<file path="src/hdl/hub_cfg_pkg.sv">
// package: offsets, ranges, reset values and bus timing for the hub string and charge registers
package hub_cfg_pkg;
  // ******************************
  // register offsets (byte offsets, index form)
  // ******************************
  localparam logic [7:0] LANGUAGE_ID_HIGH_OFS = 8'h11;
  localparam logic [7:0] LANGUAGE_ID_LOW_OFS = 8'h12;
  localparam logic [7:0] MAKER_TEXT_LENGTH_OFS = 8'h13;
  localparam logic [7:0] PRODUCT_TEXT_LENGTH_OFS = 8'h14;
  localparam logic [7:0] SERIAL_TEXT_LENGTH_OFS = 8'h15;
  localparam logic [7:0] MAKER_TEXT_FIRST = 8'h16;
  localparam logic [7:0] MAKER_TEXT_LAST = 8'h53;
  localparam logic [7:0] PRODUCT_TEXT_FIRST = 8'h54;
  localparam logic [7:0] PRODUCT_TEXT_LAST = 8'h91;
  localparam logic [7:0] SERIAL_TEXT_FIRST = 8'h92;
  localparam logic [7:0] SERIAL_TEXT_LAST = 8'hCF;
  localparam logic [7:0] CHARGE_PORT_ENABLE_OFS = 8'hD0;
  // ******************************
  // fields and values
  // ******************************
  localparam int TEXT_BYTES = 62;
  localparam int TEXT_MAX_CHARS = 31;
  localparam logic [7:0] CHARGE_PORT_MASK = 8'h1E;
  localparam logic [7:0] REG_RESET = 8'h00;
  localparam logic [7:0] TEXT_LENGTH_MAX = 8'h1F;
  localparam int NUM_PORTS = 4;
  localparam int BUS_AW = 10;
  localparam logic [31:0] UNMAPPED_READ = 32'h0000_0000;
  // ******************************
  // bus phases
  // ******************************
  typedef enum logic [1:0] {BUS_IDLE, BUS_ACK} bus_state_t;
endpackage

</file>
<file path="src/hdl/text_store.sv">
// byte store for one descriptor string, utf-16le, low byte at the lower address
module text_store
  import hub_cfg_pkg::*;
#(
  parameter int DEPTH = TEXT_BYTES
) (
  input wire logic i_sys_clk,
  input wire logic i_srst,
  input wire logic i_wr,
  input wire logic [5:0] i_waddr,
  input wire logic [7:0] i_wdata,
  input wire logic [5:0] i_raddr,
  output logic [7:0] o_rdata,
  input wire logic [4:0] i_char_idx,
  output logic [15:0] o_char
);
  logic [7:0] mem_q [DEPTH];
  logic [7:0] mem_d [DEPTH];
  logic [5:0] lo_idx;

  // ******************************
  // storage, one generate per entry
  // ******************************
  genvar g;
  generate
    for (g = 0; g < DEPTH; g++) begin : g_byte
      always_comb begin
        mem_d[g] = mem_q[g];
        if (i_wr && i_waddr == 6'(g)) begin
          mem_d[g] = i_wdata;
        end
      end
      always_ff @(posedge i_sys_clk) begin
        if (i_srst) begin
          mem_q[g] <= REG_RESET;
        end else begin
          mem_q[g] <= mem_d[g];
        end
      end
    end
  endgenerate

  assign o_rdata = (i_raddr < 6'(DEPTH)) ? mem_q[i_raddr] : REG_RESET;
  // character n: low byte at 2n, high byte at 2n+1
  assign lo_idx = {i_char_idx, 1'b0};
  assign o_char = (lo_idx < 6'(DEPTH)) ? {mem_q[lo_idx | 6'h01], mem_q[lo_idx]} : 16'h0000;
endmodule

</file>
<file path="src/hdl/charge_mask.sv">
// battery charging enable mask, reserved bits held at zero
module charge_mask
  import hub_cfg_pkg::*;
(
  input wire logic i_sys_clk,
  input wire logic i_srst,
  input wire logic i_wr,
  input wire logic [7:0] i_wdata,
  output logic [7:0] o_value
);
  logic [7:0] mask_q;
  logic [7:0] mask_d;

  always_comb begin
    mask_d = mask_q;
    if (i_wr) begin
      mask_d = i_wdata & CHARGE_PORT_MASK;
    end
  end

  always_ff @(posedge i_sys_clk) begin
    if (i_srst) begin
      mask_q <= REG_RESET;
    end else begin
      mask_q <= mask_d;
    end
  end

  assign o_value = mask_q;
endmodule

</file>
<file path="src/hdl/hub_string_and_charge_config.sv">
// register bank for language id, string descriptors and per-port charge enable
// Operation
// - the language id high byte comes from the full register at 0x11.
// - the language id low byte comes from the full register at 0x12.
// - the register at 0x13 holds the maker string length, up to 31 characters; any 8-bit value is stored as written, with no clamp.
// - the register at 0x14 holds the product string length, up to 31 characters; any 8-bit value is stored as written, with no clamp.
// - the register at 0x15 holds the serial string length, up to 31 characters; any 8-bit value is stored as written, with no clamp.
// - maker string bytes live at 0x16 through 0x53.
// - product string bytes live at 0x54 through 0x91, at most 62 bytes.
// - serial string bytes live at 0x92 through 0xCF.
// - each character is a 16-bit little-endian utf-16 code unit.
// - a character takes two bytes, low first, characters following contiguously.
// - each charge enable bit turns charging on for its port when 1, off when 0.
// - charge enable bits 1 to 4 drive ports 1 to 4, bits 0 and 5 to 7 are reserved.
//
// Implementation choice: register access over Avalon-MM.
module hub_string_and_charge_config
  import hub_cfg_pkg::*;
(
  input wire logic i_sys_clk,
  input wire logic i_srst,
  input wire logic [hub_cfg_pkg::BUS_AW-1:0] i_avs_address,
  input wire logic i_avs_read,
  input wire logic i_avs_write,
  input wire logic [31:0] i_avs_writedata,
  input wire logic [3:0] i_avs_byteenable,
  output logic [31:0] o_avs_readdata,
  output logic o_avs_waitrequest,
  output logic [1:0] o_avs_response,
  output logic [15:0] o_language_id,
  output logic [7:0] o_maker_text_length,
  output logic [7:0] o_product_text_length,
  output logic [7:0] o_serial_text_length,
  input wire logic [4:0] i_char_idx,
  output logic [15:0] o_maker_char,
  output logic [15:0] o_product_char,
  output logic [15:0] o_serial_char,
  output logic [hub_cfg_pkg::NUM_PORTS:1] o_charge_enable
);
  import hub_cfg_pkg::*;

  // ******************************
  // bus slave
  // ******************************
  // one wait cycle per access: the request is decoded in BUS_IDLE and
  // answered in BUS_ACK, so read data always come from a flip-flop
  bus_state_t state_q;
  bus_state_t state_d;
  logic [31:0] rdata_q;
  logic [31:0] rdata_d;
  logic [1:0] resp_q;
  logic [1:0] resp_d;
  logic [7:0] idx;
  logic lane0;
  logic hit_regs;
  logic in_maker;
  logic in_product;
  logic in_serial;
  logic do_wr;
  logic [7:0] wbyte;
  logic [7:0] rd_byte;
  logic mapped;

  assign idx = i_avs_address[BUS_AW-1:2] < 8'hFF ? i_avs_address[9:2] : 8'hFF;
  assign lane0 = i_avs_address[1:0] == 2'h0;
  assign in_maker = idx >= MAKER_TEXT_FIRST && idx <= MAKER_TEXT_LAST;
  assign in_product = idx >= PRODUCT_TEXT_FIRST && idx <= PRODUCT_TEXT_LAST;
  assign in_serial = idx >= SERIAL_TEXT_FIRST && idx <= SERIAL_TEXT_LAST;
  assign hit_regs = (idx >= LANGUAGE_ID_HIGH_OFS && idx <= SERIAL_TEXT_LENGTH_OFS)
                    || idx == CHARGE_PORT_ENABLE_OFS;
  assign mapped = lane0 && (hit_regs || in_maker || in_product || in_serial);
  // writes land only in the cycle the slave accepts them
  assign do_wr = state_q == BUS_IDLE && i_avs_write && mapped && i_avs_byteenable[0];
  assign wbyte = i_avs_writedata[7:0];

  // ******************************
  // plain byte registers
  // ******************************
  logic [7:0] lang_hi_q;
  logic [7:0] lang_hi_d;
  logic [7:0] lang_lo_q;
  logic [7:0] lang_lo_d;
  logic [7:0] maker_len_q;
  logic [7:0] maker_len_d;
  logic [7:0] product_len_q;
  logic [7:0] product_len_d;
  logic [7:0] serial_len_q;
  logic [7:0] serial_len_d;

  always_comb begin
    lang_hi_d = lang_hi_q;
    lang_lo_d = lang_lo_q;
    maker_len_d = maker_len_q;
    product_len_d = product_len_q;
    serial_len_d = serial_len_q;
    if (do_wr) begin
      case (idx)
        LANGUAGE_ID_HIGH_OFS: lang_hi_d = wbyte;
        LANGUAGE_ID_LOW_OFS: lang_lo_d = wbyte;
        MAKER_TEXT_LENGTH_OFS: maker_len_d = wbyte;
        PRODUCT_TEXT_LENGTH_OFS: product_len_d = wbyte;
        SERIAL_TEXT_LENGTH_OFS: serial_len_d = wbyte;
        default: ;
      endcase
    end
  end

  always_ff @(posedge i_sys_clk) begin
    if (i_srst) begin
      lang_hi_q <= REG_RESET;
      lang_lo_q <= REG_RESET;
      maker_len_q <= REG_RESET;
      product_len_q <= REG_RESET;
      serial_len_q <= REG_RESET;
    end else begin
      lang_hi_q <= lang_hi_d;
      lang_lo_q <= lang_lo_d;
      maker_len_q <= maker_len_d;
      product_len_q <= product_len_d;
      serial_len_q <= serial_len_d;
    end
  end

  assign o_language_id = {lang_hi_q, lang_lo_q};
  // lengths are stored as written; a value above 31 is the writer's fault
  assign o_maker_text_length = maker_len_q;
  assign o_product_text_length = product_len_q;
  assign o_serial_text_length = serial_len_q;

  // ******************************
  // string stores and charge mask
  // ******************************
  logic [7:0] maker_rd;
  logic [7:0] product_rd;
  logic [7:0] serial_rd;
  logic [7:0] charge_val;
  logic [5:0] maker_ofs;
  logic [5:0] product_ofs;
  logic [5:0] serial_ofs;

  assign maker_ofs = 6'(idx - MAKER_TEXT_FIRST);
  assign product_ofs = 6'(idx - PRODUCT_TEXT_FIRST);
  assign serial_ofs = 6'(idx - SERIAL_TEXT_FIRST);

  text_store #(.DEPTH(TEXT_BYTES)) u_maker (
    .i_sys_clk(i_sys_clk),
    .i_srst(i_srst),
    .i_wr(do_wr && in_maker),
    .i_waddr(maker_ofs),
    .i_wdata(wbyte),
    .i_raddr(maker_ofs),
    .o_rdata(maker_rd),
    .i_char_idx(i_char_idx),
    .o_char(o_maker_char)
  );

  text_store #(.DEPTH(TEXT_BYTES)) u_product (
    .i_sys_clk(i_sys_clk),
    .i_srst(i_srst),
    .i_wr(do_wr && in_product),
    .i_waddr(product_ofs),
    .i_wdata(wbyte),
    .i_raddr(product_ofs),
    .o_rdata(product_rd),
    .i_char_idx(i_char_idx),
    .o_char(o_product_char)
  );

  text_store #(.DEPTH(TEXT_BYTES)) u_serial (
    .i_sys_clk(i_sys_clk),
    .i_srst(i_srst),
    .i_wr(do_wr && in_serial),
    .i_waddr(serial_ofs),
    .i_wdata(wbyte),
    .i_raddr(serial_ofs),
    .o_rdata(serial_rd),
    .i_char_idx(i_char_idx),
    .o_char(o_serial_char)
  );

  charge_mask u_charge (
    .i_sys_clk(i_sys_clk),
    .i_srst(i_srst),
    .i_wr(do_wr && idx == CHARGE_PORT_ENABLE_OFS),
    .i_wdata(wbyte),
    .o_value(charge_val)
  );

  assign o_charge_enable = charge_val[NUM_PORTS:1];

  // ******************************
  // read mux and answer
  // ******************************
  always_comb begin
    rd_byte = REG_RESET;
    if (in_maker) begin
      rd_byte = maker_rd;
    end else if (in_product) begin
      rd_byte = product_rd;
    end else if (in_serial) begin
      rd_byte = serial_rd;
    end else begin
      case (idx)
        LANGUAGE_ID_HIGH_OFS: rd_byte = lang_hi_q;
        LANGUAGE_ID_LOW_OFS: rd_byte = lang_lo_q;
        MAKER_TEXT_LENGTH_OFS: rd_byte = maker_len_q;
        PRODUCT_TEXT_LENGTH_OFS: rd_byte = product_len_q;
        SERIAL_TEXT_LENGTH_OFS: rd_byte = serial_len_q;
        CHARGE_PORT_ENABLE_OFS: rd_byte = charge_val;
        default: rd_byte = REG_RESET;
      endcase
    end
  end

  always_comb begin
    state_d = state_q;
    rdata_d = rdata_q;
    resp_d = resp_q;
    case (state_q)
      BUS_IDLE: begin
        if (i_avs_read || i_avs_write) begin
          state_d = BUS_ACK;
          // unmapped or unaligned access answers slave error, reads zero
          resp_d = mapped ? 2'h0 : 2'h2;
          rdata_d = (i_avs_read && mapped) ? {24'h000000, rd_byte} : UNMAPPED_READ;
        end
      end
      BUS_ACK: state_d = BUS_IDLE;
      default: state_d = BUS_IDLE;
    endcase
  end

  always_ff @(posedge i_sys_clk) begin
    if (i_srst) begin
      state_q <= BUS_IDLE;
      rdata_q <= UNMAPPED_READ;
      resp_q <= 2'h0;
    end else begin
      state_q <= state_d;
      rdata_q <= rdata_d;
      resp_q <= resp_d;
    end
  end

  assign o_avs_waitrequest = !(state_q == BUS_ACK);
  assign o_avs_readdata = rdata_q;
  assign o_avs_response = resp_q;

  // ******************************
  // checks
  // ******************************
  AST_LANG_HIGH: assert property (@(posedge i_sys_clk) disable iff (i_srst)
    do_wr && idx == LANGUAGE_ID_HIGH_OFS |=> o_language_id[15:8] == $past(wbyte))
    else $error("language id high byte not taken");
  AST_LANG_LOW: assert property (@(posedge i_sys_clk) disable iff (i_srst)
    do_wr && idx == LANGUAGE_ID_LOW_OFS |=> o_language_id[7:0] == $past(wbyte))
    else $error("language id low byte not taken");
  AST_MAKER_LEN: assert property (@(posedge i_sys_clk) disable iff (i_srst)
    do_wr && idx == MAKER_TEXT_LENGTH_OFS |=> o_maker_text_length == $past(wbyte))
    else $error("maker length not stored");
  AST_PRODUCT_LEN: assert property (@(posedge i_sys_clk) disable iff (i_srst)
    do_wr && idx == PRODUCT_TEXT_LENGTH_OFS |=> o_product_text_length == $past(wbyte))
    else $error("product length not stored");
  AST_SERIAL_LEN: assert property (@(posedge i_sys_clk) disable iff (i_srst)
    do_wr && idx == SERIAL_TEXT_LENGTH_OFS |=> o_serial_text_length == $past(wbyte))
    else $error("serial length not stored");
  AST_MAKER_CHAR: assert property (@(posedge i_sys_clk) disable iff (i_srst)
    do_wr && idx == MAKER_TEXT_FIRST && i_char_idx == 5'h00 ##1 i_char_idx == 5'h00
    |-> o_maker_char[7:0] == $past(wbyte))
    else $error("maker low byte misplaced");
  AST_PRODUCT_CHAR: assert property (@(posedge i_sys_clk) disable iff (i_srst)
    do_wr && idx == 8'h55 ##1 i_char_idx == 5'h00
    |-> o_product_char[15:8] == $past(wbyte))
    else $error("product high byte misplaced");
  AST_SERIAL_CHAR: assert property (@(posedge i_sys_clk) disable iff (i_srst)
    do_wr && idx == SERIAL_TEXT_LAST ##1 i_char_idx == 5'h1E
    |-> o_serial_char[15:8] == $past(wbyte))
    else $error("serial last byte misplaced");
  AST_CHARGE_MAP: assert property (@(posedge i_sys_clk) disable iff (i_srst)
    do_wr && idx == CHARGE_PORT_ENABLE_OFS |=> o_charge_enable == $past(wbyte[4:1]))
    else $error("charge enable not mapped to ports");
  AST_CHARGE_RSVD: assert property (@(posedge i_sys_clk) disable iff (i_srst)
    (charge_val & ~CHARGE_PORT_MASK) == 8'h00)
    else $error("reserved charge bits set");
  // read answers carry the register as it stood when the request was taken
  AST_RD_LANG_HIGH: assert property (@(posedge i_sys_clk) disable iff (i_srst)
    state_q == BUS_IDLE && i_avs_read && mapped && idx == LANGUAGE_ID_HIGH_OFS
    |=> o_avs_readdata == {24'h000000, $past(lang_hi_q)})
    else $error("language id high byte not read back");
  AST_RD_LANG_LOW: assert property (@(posedge i_sys_clk) disable iff (i_srst)
    state_q == BUS_IDLE && i_avs_read && mapped && idx == LANGUAGE_ID_LOW_OFS
    |=> o_avs_readdata == {24'h000000, $past(lang_lo_q)})
    else $error("language id low byte not read back");
  AST_RD_MAKER: assert property (@(posedge i_sys_clk) disable iff (i_srst)
    state_q == BUS_IDLE && i_avs_read && mapped && in_maker
    |=> o_avs_readdata[7:0] == $past(maker_rd))
    else $error("maker string byte not read back");
  AST_RD_RSVD: assert property (@(posedge i_sys_clk) disable iff (i_srst)
    state_q == BUS_IDLE && i_avs_read && mapped && idx == CHARGE_PORT_ENABLE_OFS
    |=> (o_avs_readdata[7:0] & ~CHARGE_PORT_MASK) == 8'h00)
    else $error("reserved charge bits read nonzero");
  AST_REFUSED: assert property (@(posedge i_sys_clk) disable iff (i_srst)
    state_q == BUS_IDLE && (i_avs_read || i_avs_write) && !mapped
    |=> o_avs_response == 2'h2 && o_avs_readdata == UNMAPPED_READ)
    else $error("unmapped access not refused");
  AST_BUS_ANSWER: assert property (@(posedge i_sys_clk) disable iff (i_srst)
    state_q == BUS_IDLE && (i_avs_read || i_avs_write) |=> !o_avs_waitrequest ##1 o_avs_waitrequest)
    else $error("bus answer not one cycle after request");
endmodule

</file>
<file path="config.mk">
export PLATFORM = sky130hd
export DESIGN_NAME = hub_string_and_charge_config
export DESIGN_NICKNAME = d
export VERILOG_FILES = /design/src/hdl/hub_cfg_pkg.sv /design/src/hdl/text_store.sv /design/src/hdl/charge_mask.sv /design/src/hdl/hub_string_and_charge_config.sv
export SDC_FILE = /design/constraint.sdc
export NUM_CORES = 2
export LEC_CHECK = 0
export BUFFER_PORTS_ARGS = -buffer_cell sky130_fd_sc_hd__clkbuf_2
export CORE_MARGIN = 8
export CORE_UTILIZATION = 25
export DETAILED_ROUTE_END_ITERATION = 12
export PLACE_DENSITY = 0.45
export SKIP_LAST_GASP = 1
export SYNTH_ARGS = -nofsm -noshare
export SYNTH_HDL_FRONTEND = slang
export SYNTH_SLANG_ARGS = --single-unit
export TNS_END_PERCENT = 1
</file>
<file path="constraint.sdc">
create_clock -name i_sys_clk -period 6.3 [get_ports i_sys_clk]
set_clock_uncertainty 0.05 [all_clocks]
set_input_delay 1.26 -clock i_sys_clk [delete_from_list [all_inputs] [get_ports i_sys_clk]]
set_output_delay 1.26 -clock i_sys_clk [all_outputs]
set_load 0.005 [all_outputs]
</file>
=== After elaboration in Yosys (flattened, before gate mapping) ===
Memories as Yosys holds them, arrays and structs flattened.
Cells that the tools add are included.
Widths: inputs -> output; s select.

* Bits of input ports: 55
* Flip-flop bits (word level): 79
* Output and inout bits: 127
* Memory bits (writable): 1488
* Logic and storage cells: 1381
* Memories kept: 3

{| class="wikitable"
|+ Memories
! name !! words !! bits a word !! rd ports !! clocked after Yosys merged registers in !! wr ports !! RTL line !! RTL
|-
| u_maker.mem_q || 62 || 8 || 3 || 0 || 62 || text_store.sv:17 || <nowiki>logic [7:0] mem_q [DEPTH];</nowiki>
|-
| u_product.mem_q || 62 || 8 || 3 || 0 || 62 || text_store.sv:17 ||
|-
| u_serial.mem_q || 62 || 8 || 3 || 0 || 62 || text_store.sv:17 ||
|}

* Order comparisons: 13
* Muxes and demuxes: 388
* Reduce and logical (&&, ||, !) cells: 403
* Bitwise gates (word level): 187
* Equality and inequality tests: 375
* Add/sub/neg operators: 3

{| class="wikitable"
|+ Operators with widths
! cell !! number
|-
| $mux 8 || 380
|-
| $eq 6x6->1 const B || 90
|-
| $reduce_and 2->1 || 192
|-
| $eq 6x5->1 const B || 48
|-
| $logic_and 1x1->1 || 199
|-
| $ne 1x1->1 const B || 186
|-
| $or 1x1->1 || 186
|-
| $eq 6x4->1 const B || 24
|-
| $eq 6x3->1 const B || 12
|-
| $mux 16 || 3
|-
| $pmux 8 s6 || 1
|-
| $eq 8x5->1 const B || 5
|-
| $eq 6x2->1 const B || 6
|-
| $lt 6x6->1 const B || 4
|-
| $eq 6x1->1 const B || 3
|-
| $logic_not 6->1 || 3
|-
| $sub 6x5->6 const B || 3
|-
| $ge 8x5->1 const B || 2
|-
| $le 8x8->1 const B || 2
|-
| $eq 8x8->1 const B || 1
|-
| $ge 8x7->1 const B || 1
|-
| $ge 8x8->1 const B || 1
|-
| $le 8x5->1 const B || 1
|-
| $le 8x7->1 const B || 1
|-
| other kinds (8) || 15
|}

=== Logic depth before layout (Yosys ltp) ===
* Depth in word-level cells: 16
* Gate-level depth with buffers: 19
* Gate-level depth less buffers: 13

=== Modules after synthesis ===
A second synthesis with hierarchy kept.

* Cell total of the unflattened synthesis: 5845
* Area total of the unflattened synthesis: 85430.7 um2

{| class="wikitable"
|+ By module, submodules not included
! module !! sequential area each (um2) !! cells each !! area an instance (um2) !! instances
|-
| text_store at u_product ... || 14894.3 || 1792 || 27355.0 || 2
|-
| text_store at u_maker || 14894.3 || 1856 || 27318.7 || 1
|-
| hub_string_and_charge_config || 1001.0 || 387 || 3228.1 || 1
|-
| charge_mask || 80.1 || 18 || 173.9 || 1
|}

=== Worst setup path before layout ===
Ideal clock, no wire load.

* Path kind: input port to flip-flop
* From: input i_avs_address[3] (netlist name)
* To: memory u_serial.mem_q[17][0] (enable)
* Library setup time: 0.375 ns
* Stages: 15
* Arrival: 4.762 ns
* Buffers on the path: 12
* Path slack: 1.114 ns
* Cell sequence: buf_4 buf_6 buf_6 buf_4 buf_4 buf_4 buf_4 clkbuf_1 ha_1 clkbuf_1 clkbuf_1 clkbuf_1 clkbuf_1 nand3_1 o21bai_1

{| class="wikitable"
|+ RTL lines
! element !! RTL line !! RTL
|-
| start, declared || hub_string_and_charge_config.sv:22 || <nowiki>input wire logic [hub_cfg_pkg::BUS_AW-1:0] i_avs_address,</nowiki>
|-
| end, declared || text_store.sv:17 ||
|}

=== Worst setup path after layout ===
* From: input i_char_idx[1]
* To: output o_maker_char[0]

* Word-level cells in the longest chain between the ends: 2
* Elaborated cells between the ends (all ways): 3
* Classes of those cells: 1 x order compare; 1 x mux; 1 x memory

{| class="wikitable"
|+ RTL lines
! element !! RTL line !! RTL
|-
| start, declared || hub_string_and_charge_config.sv:34 || <nowiki>input wire logic [4:0] i_char_idx,</nowiki>
|-
| $mem_v2 62x8 or $lt 6x6->1 (tied branches) || - ||
|-
| $mux 16 (*) || text_store.sv:46 || <nowiki>assign o_char = (lo_idx < 6'(DEPTH)) ? {mem_q[lo_idx | 6'h01], mem_q[lo_idx]} : 16'h0000;</nowiki>
|-
| end, declared || hub_string_and_charge_config.sv:35 || <nowiki>output logic [15:0] o_maker_char,</nowiki>
|}

Every way passes the cells marked *; elsewhere a longest branch is shown, timed or not.

==> results.txt <==
Max-cap violations -> 0
Area delta synth->final -> 15.2%
Avg Synthesized Cell Area -> 14.0 um^2
Relative slew slack -> 6.47%
Worst-Margin Slew -> 1.40 ns
Number of global-route vias before repair -> 54400
Post-CTS Hold Buffers -> 0
Pwr dens -> 268 nW/um^2
Max-slew violations -> 0
IR drop worst, VDD -> 0.000216 V
HPWL Detailed -> 241 mm
Ys async rst share -> 0%
CP endpoint kind -> primary output
H-tree levels -> 4
Via/cell ratio -> 5.29
Largest net degree at the start of global routing -> 113
Type of origin of the critical path -> input pin
Ys Warns -> 0
Number of flops mapped to enable cells by yosys -> 1488
WL final -> 342 mm
CTS resizes -> 0
Synth cell types -> 76
NumNets Final -> 6052
Dpl ws -> 0.620 ns
# rows -> 211
Cells after Synth -> 5887
Placed cell count -> 10200
Placer Congestion -> 0.904
Non-filler cells, final -> 10500
Root buffer cell -> clkbuf_16
Latest clock arrival within the worst-skew pair -> 0.89 ns
Hold Fails Final Rpt -> 0
Setup crit start -> i_char_idx[1]
Status -> completed
Initial DRC Count -> 6991
RSZ-0062 raised after global routing -> false
TritonCTS Buffers -> 186
Pre-Repair DR Iteration Count -> 5
Syn Std Cell Area -> 82500 um^2
Setup TNS -> 0 ns
Seq cells post-synth -> 1542
R2R Path Start -> state_q[0]
Global-route wire length before repair -> 465 mm
Drt drc -> 0
Sequential fraction of the synthesis area -> 55.5%
Post-route minimum period -> 5.72 ns
IO Port Bufs -> 129
Initial antenna violation count -> 30
Routed Antenna Nets -> 0
Leakage -> 31.6 nW
Setup Buffers After CTS -> 0
CP Class -> in2out
Post-synth top flop -> edfxtp_1
Worst Slack Setup Final -> 0.580 ns
TritonCTS clock tree -> done
CTS sink cnt -> 1542
Wire per inst -> 32.5 um
DR vias -> 55500
Ports -> 182
Clock transition at path regs -> 0.06 ns
Effective utilization at floorplan -> 25.0%
Die height -> 590 um
Min-delay worst type -> reg2reg
GRT Total Usage -> 18.9%
Beginning of the worst hold path -> o_avs_response[1]
WP data arrival -> 4.41 ns
Grt ovf -> 0
Final Total Pwr -> 25.5 mW
DIE WIDTH -> 590 um
Period utilization -> 90.8%
Setup violators final -> 0
Share of cells above drive strength 1 -> 26.8%
WP data required -> 4.99 ns
Fmax -> 175 MHz
Critical path peak fanout -> 46
Die area -> 349000 um^2
Clk buf depth -> 4
Core area -> 329000 um^2
==> through the flow <==
stage,utilization (%),instance area (um^2),hold WS (ns)
after floorplan,-,82600,0.396
after global placement,27.1,89200,0.453
after detailed placement,27.1,89200,0.447
after CTS,28.8,95000,0.460
after global routing,28.8,95000,0.476
final,28.8,95000,0.457
==> sequential cells by signal (all words and copies together) (netlist names) <==
name	count
lang_hi_q	8
lang_lo_q	8
o_avs_readdata	8
o_avs_response	1
o_maker_text_length	8
o_product_text_length	8
o_serial_text_length	8
state_q	1
u_charge.o_value	4
u_maker.mem_q	496
u_product.mem_q	496
u_serial.mem_q	496
==> routing by layer <==
metal	up-vias	track usage, %	share of wire, %
met2	2836	30.5	47
li1	22500	-	-
met4	14	8.16	4.9
met1	29600	25.2	40
met3	532	3.19	8.0
met5	-	0	0.024
==> power by group <==
part	internal, mW	leakage [nW]	switching [mW]
registers	11.6	15.7	0.208
clock network	6.00	2.79	4.52
logic	1.18	13.1	2.01
==> cell families (layout without fill, tap and decap cells) <==
logic type / Yosys count / count (layout) / synth area share (%)
mux: 1024 / 1024 / 25.1
xor+xnor: 5 / 5 / 0.0531
flops: 1542 / 1542 / 55.5
buf+inv: 588 / 804 / 3.15
compound gates: 419 / 419 / 3.53
other cells: 1 / 37 / 0.00455
simple gates: 2301 / 2301 / 12.5
fa+ha+maj: 7 / 7 / 0.106
==> final timing paths <==
kind,cells after the start,to,slack [ns]
worst max-delay path,8,o_maker_char[0],0.58
worst min-delay path,2,o_avs_response[1],0.46
worst max register to register,7,u_maker.mem_q[36][4],2.40
worst min register to register,2,o_avs_response[1],0.46
==> cell type report <==
| class | count | area (um^2) |
|---|---|---|
| fill | 33200 | 234000 |
| sequential | 1542 | 45800 |
| multi-input combinational | 3781 | 34400 |
| tap | 4366 | 5460 |
| clock buffer | 221 | 4850 |
| timing repair buffer | 471 | 3640 |
| clock inverter | 104 | 891 |
| inverter | 8 | 30.0 |
| antenna | 12 | 30.0 |
==> synthesized netlist by cell type (8+ instances only) <==
library cell  number  share of area, %
nand3_1           43              0.26
nor3_1            29              0.18
o21bai_1         186               1.7
nor2b_1           20              0.15
nand2_1          427               1.9
buf_4             66              0.60
or2_2             10             0.076
mux2i_1          164               2.0
mux4_2           836                23
nand2b_1           8             0.061
a21oi_1           39              0.24
nor2_1          1194               5.4
clkbuf_1         353               1.6
and3_1            19              0.14
edfxtp_1        1488                54
o21ai_0           67              0.41
buf_1             69              0.31
a211oi_1          14              0.13
a31oi_1           14              0.11
o22ai_1           15              0.11
and2_1           508               3.9
buf_2             88              0.53
nand4_1           10             0.076
mux2_2            24              0.33
dfxtp_1           54               1.3
a22oi_1           18              0.16
o211ai_1          11              0.10
==> cell usage in the layout (no fill, tap or decap), types with 11 or more instances in the layout <==
master,netlist,final
clkbuf_1,353,30
buf_12,0,27
nor3_1,29,29
and3_1,19,19
and2_1,508,509
dfxtp_1,54,54
bufinv_16,0,13
diode_2,0,12
nor2b_1,20,19
clkbuf_2,0,113
a31oi_1,14,14
o21bai_1,186,186
nand2_1,427,413
nor2_1,1194,1191
edfxtp_1,1488,1488
o21ai_0,67,67
o22ai_1,15,15
clkbuf_16,0,187
a211oi_1,14,13
nand2_2,0,14
a21oi_1,39,38
a22oi_1,18,18
buf_4,66,324
nand3_1,43,43
clkinv_2,0,29
mux2i_1,164,164
mux2_2,24,24
clkinv_1,0,41
o211ai_1,11,11
mux4_2,836,836
conb_1,1,25
==> critical path, cell delays in order <==
cell and delay (ns):
buf_8 0.42, buf_4 0.50, mux4_2 0.36, o21ai_0 0.47
a21oi_1 0.37, mux2i_1 0.63, nor2_1 0.10, clkbuf_2 0.14
Power figures use the tool's default switching activity.
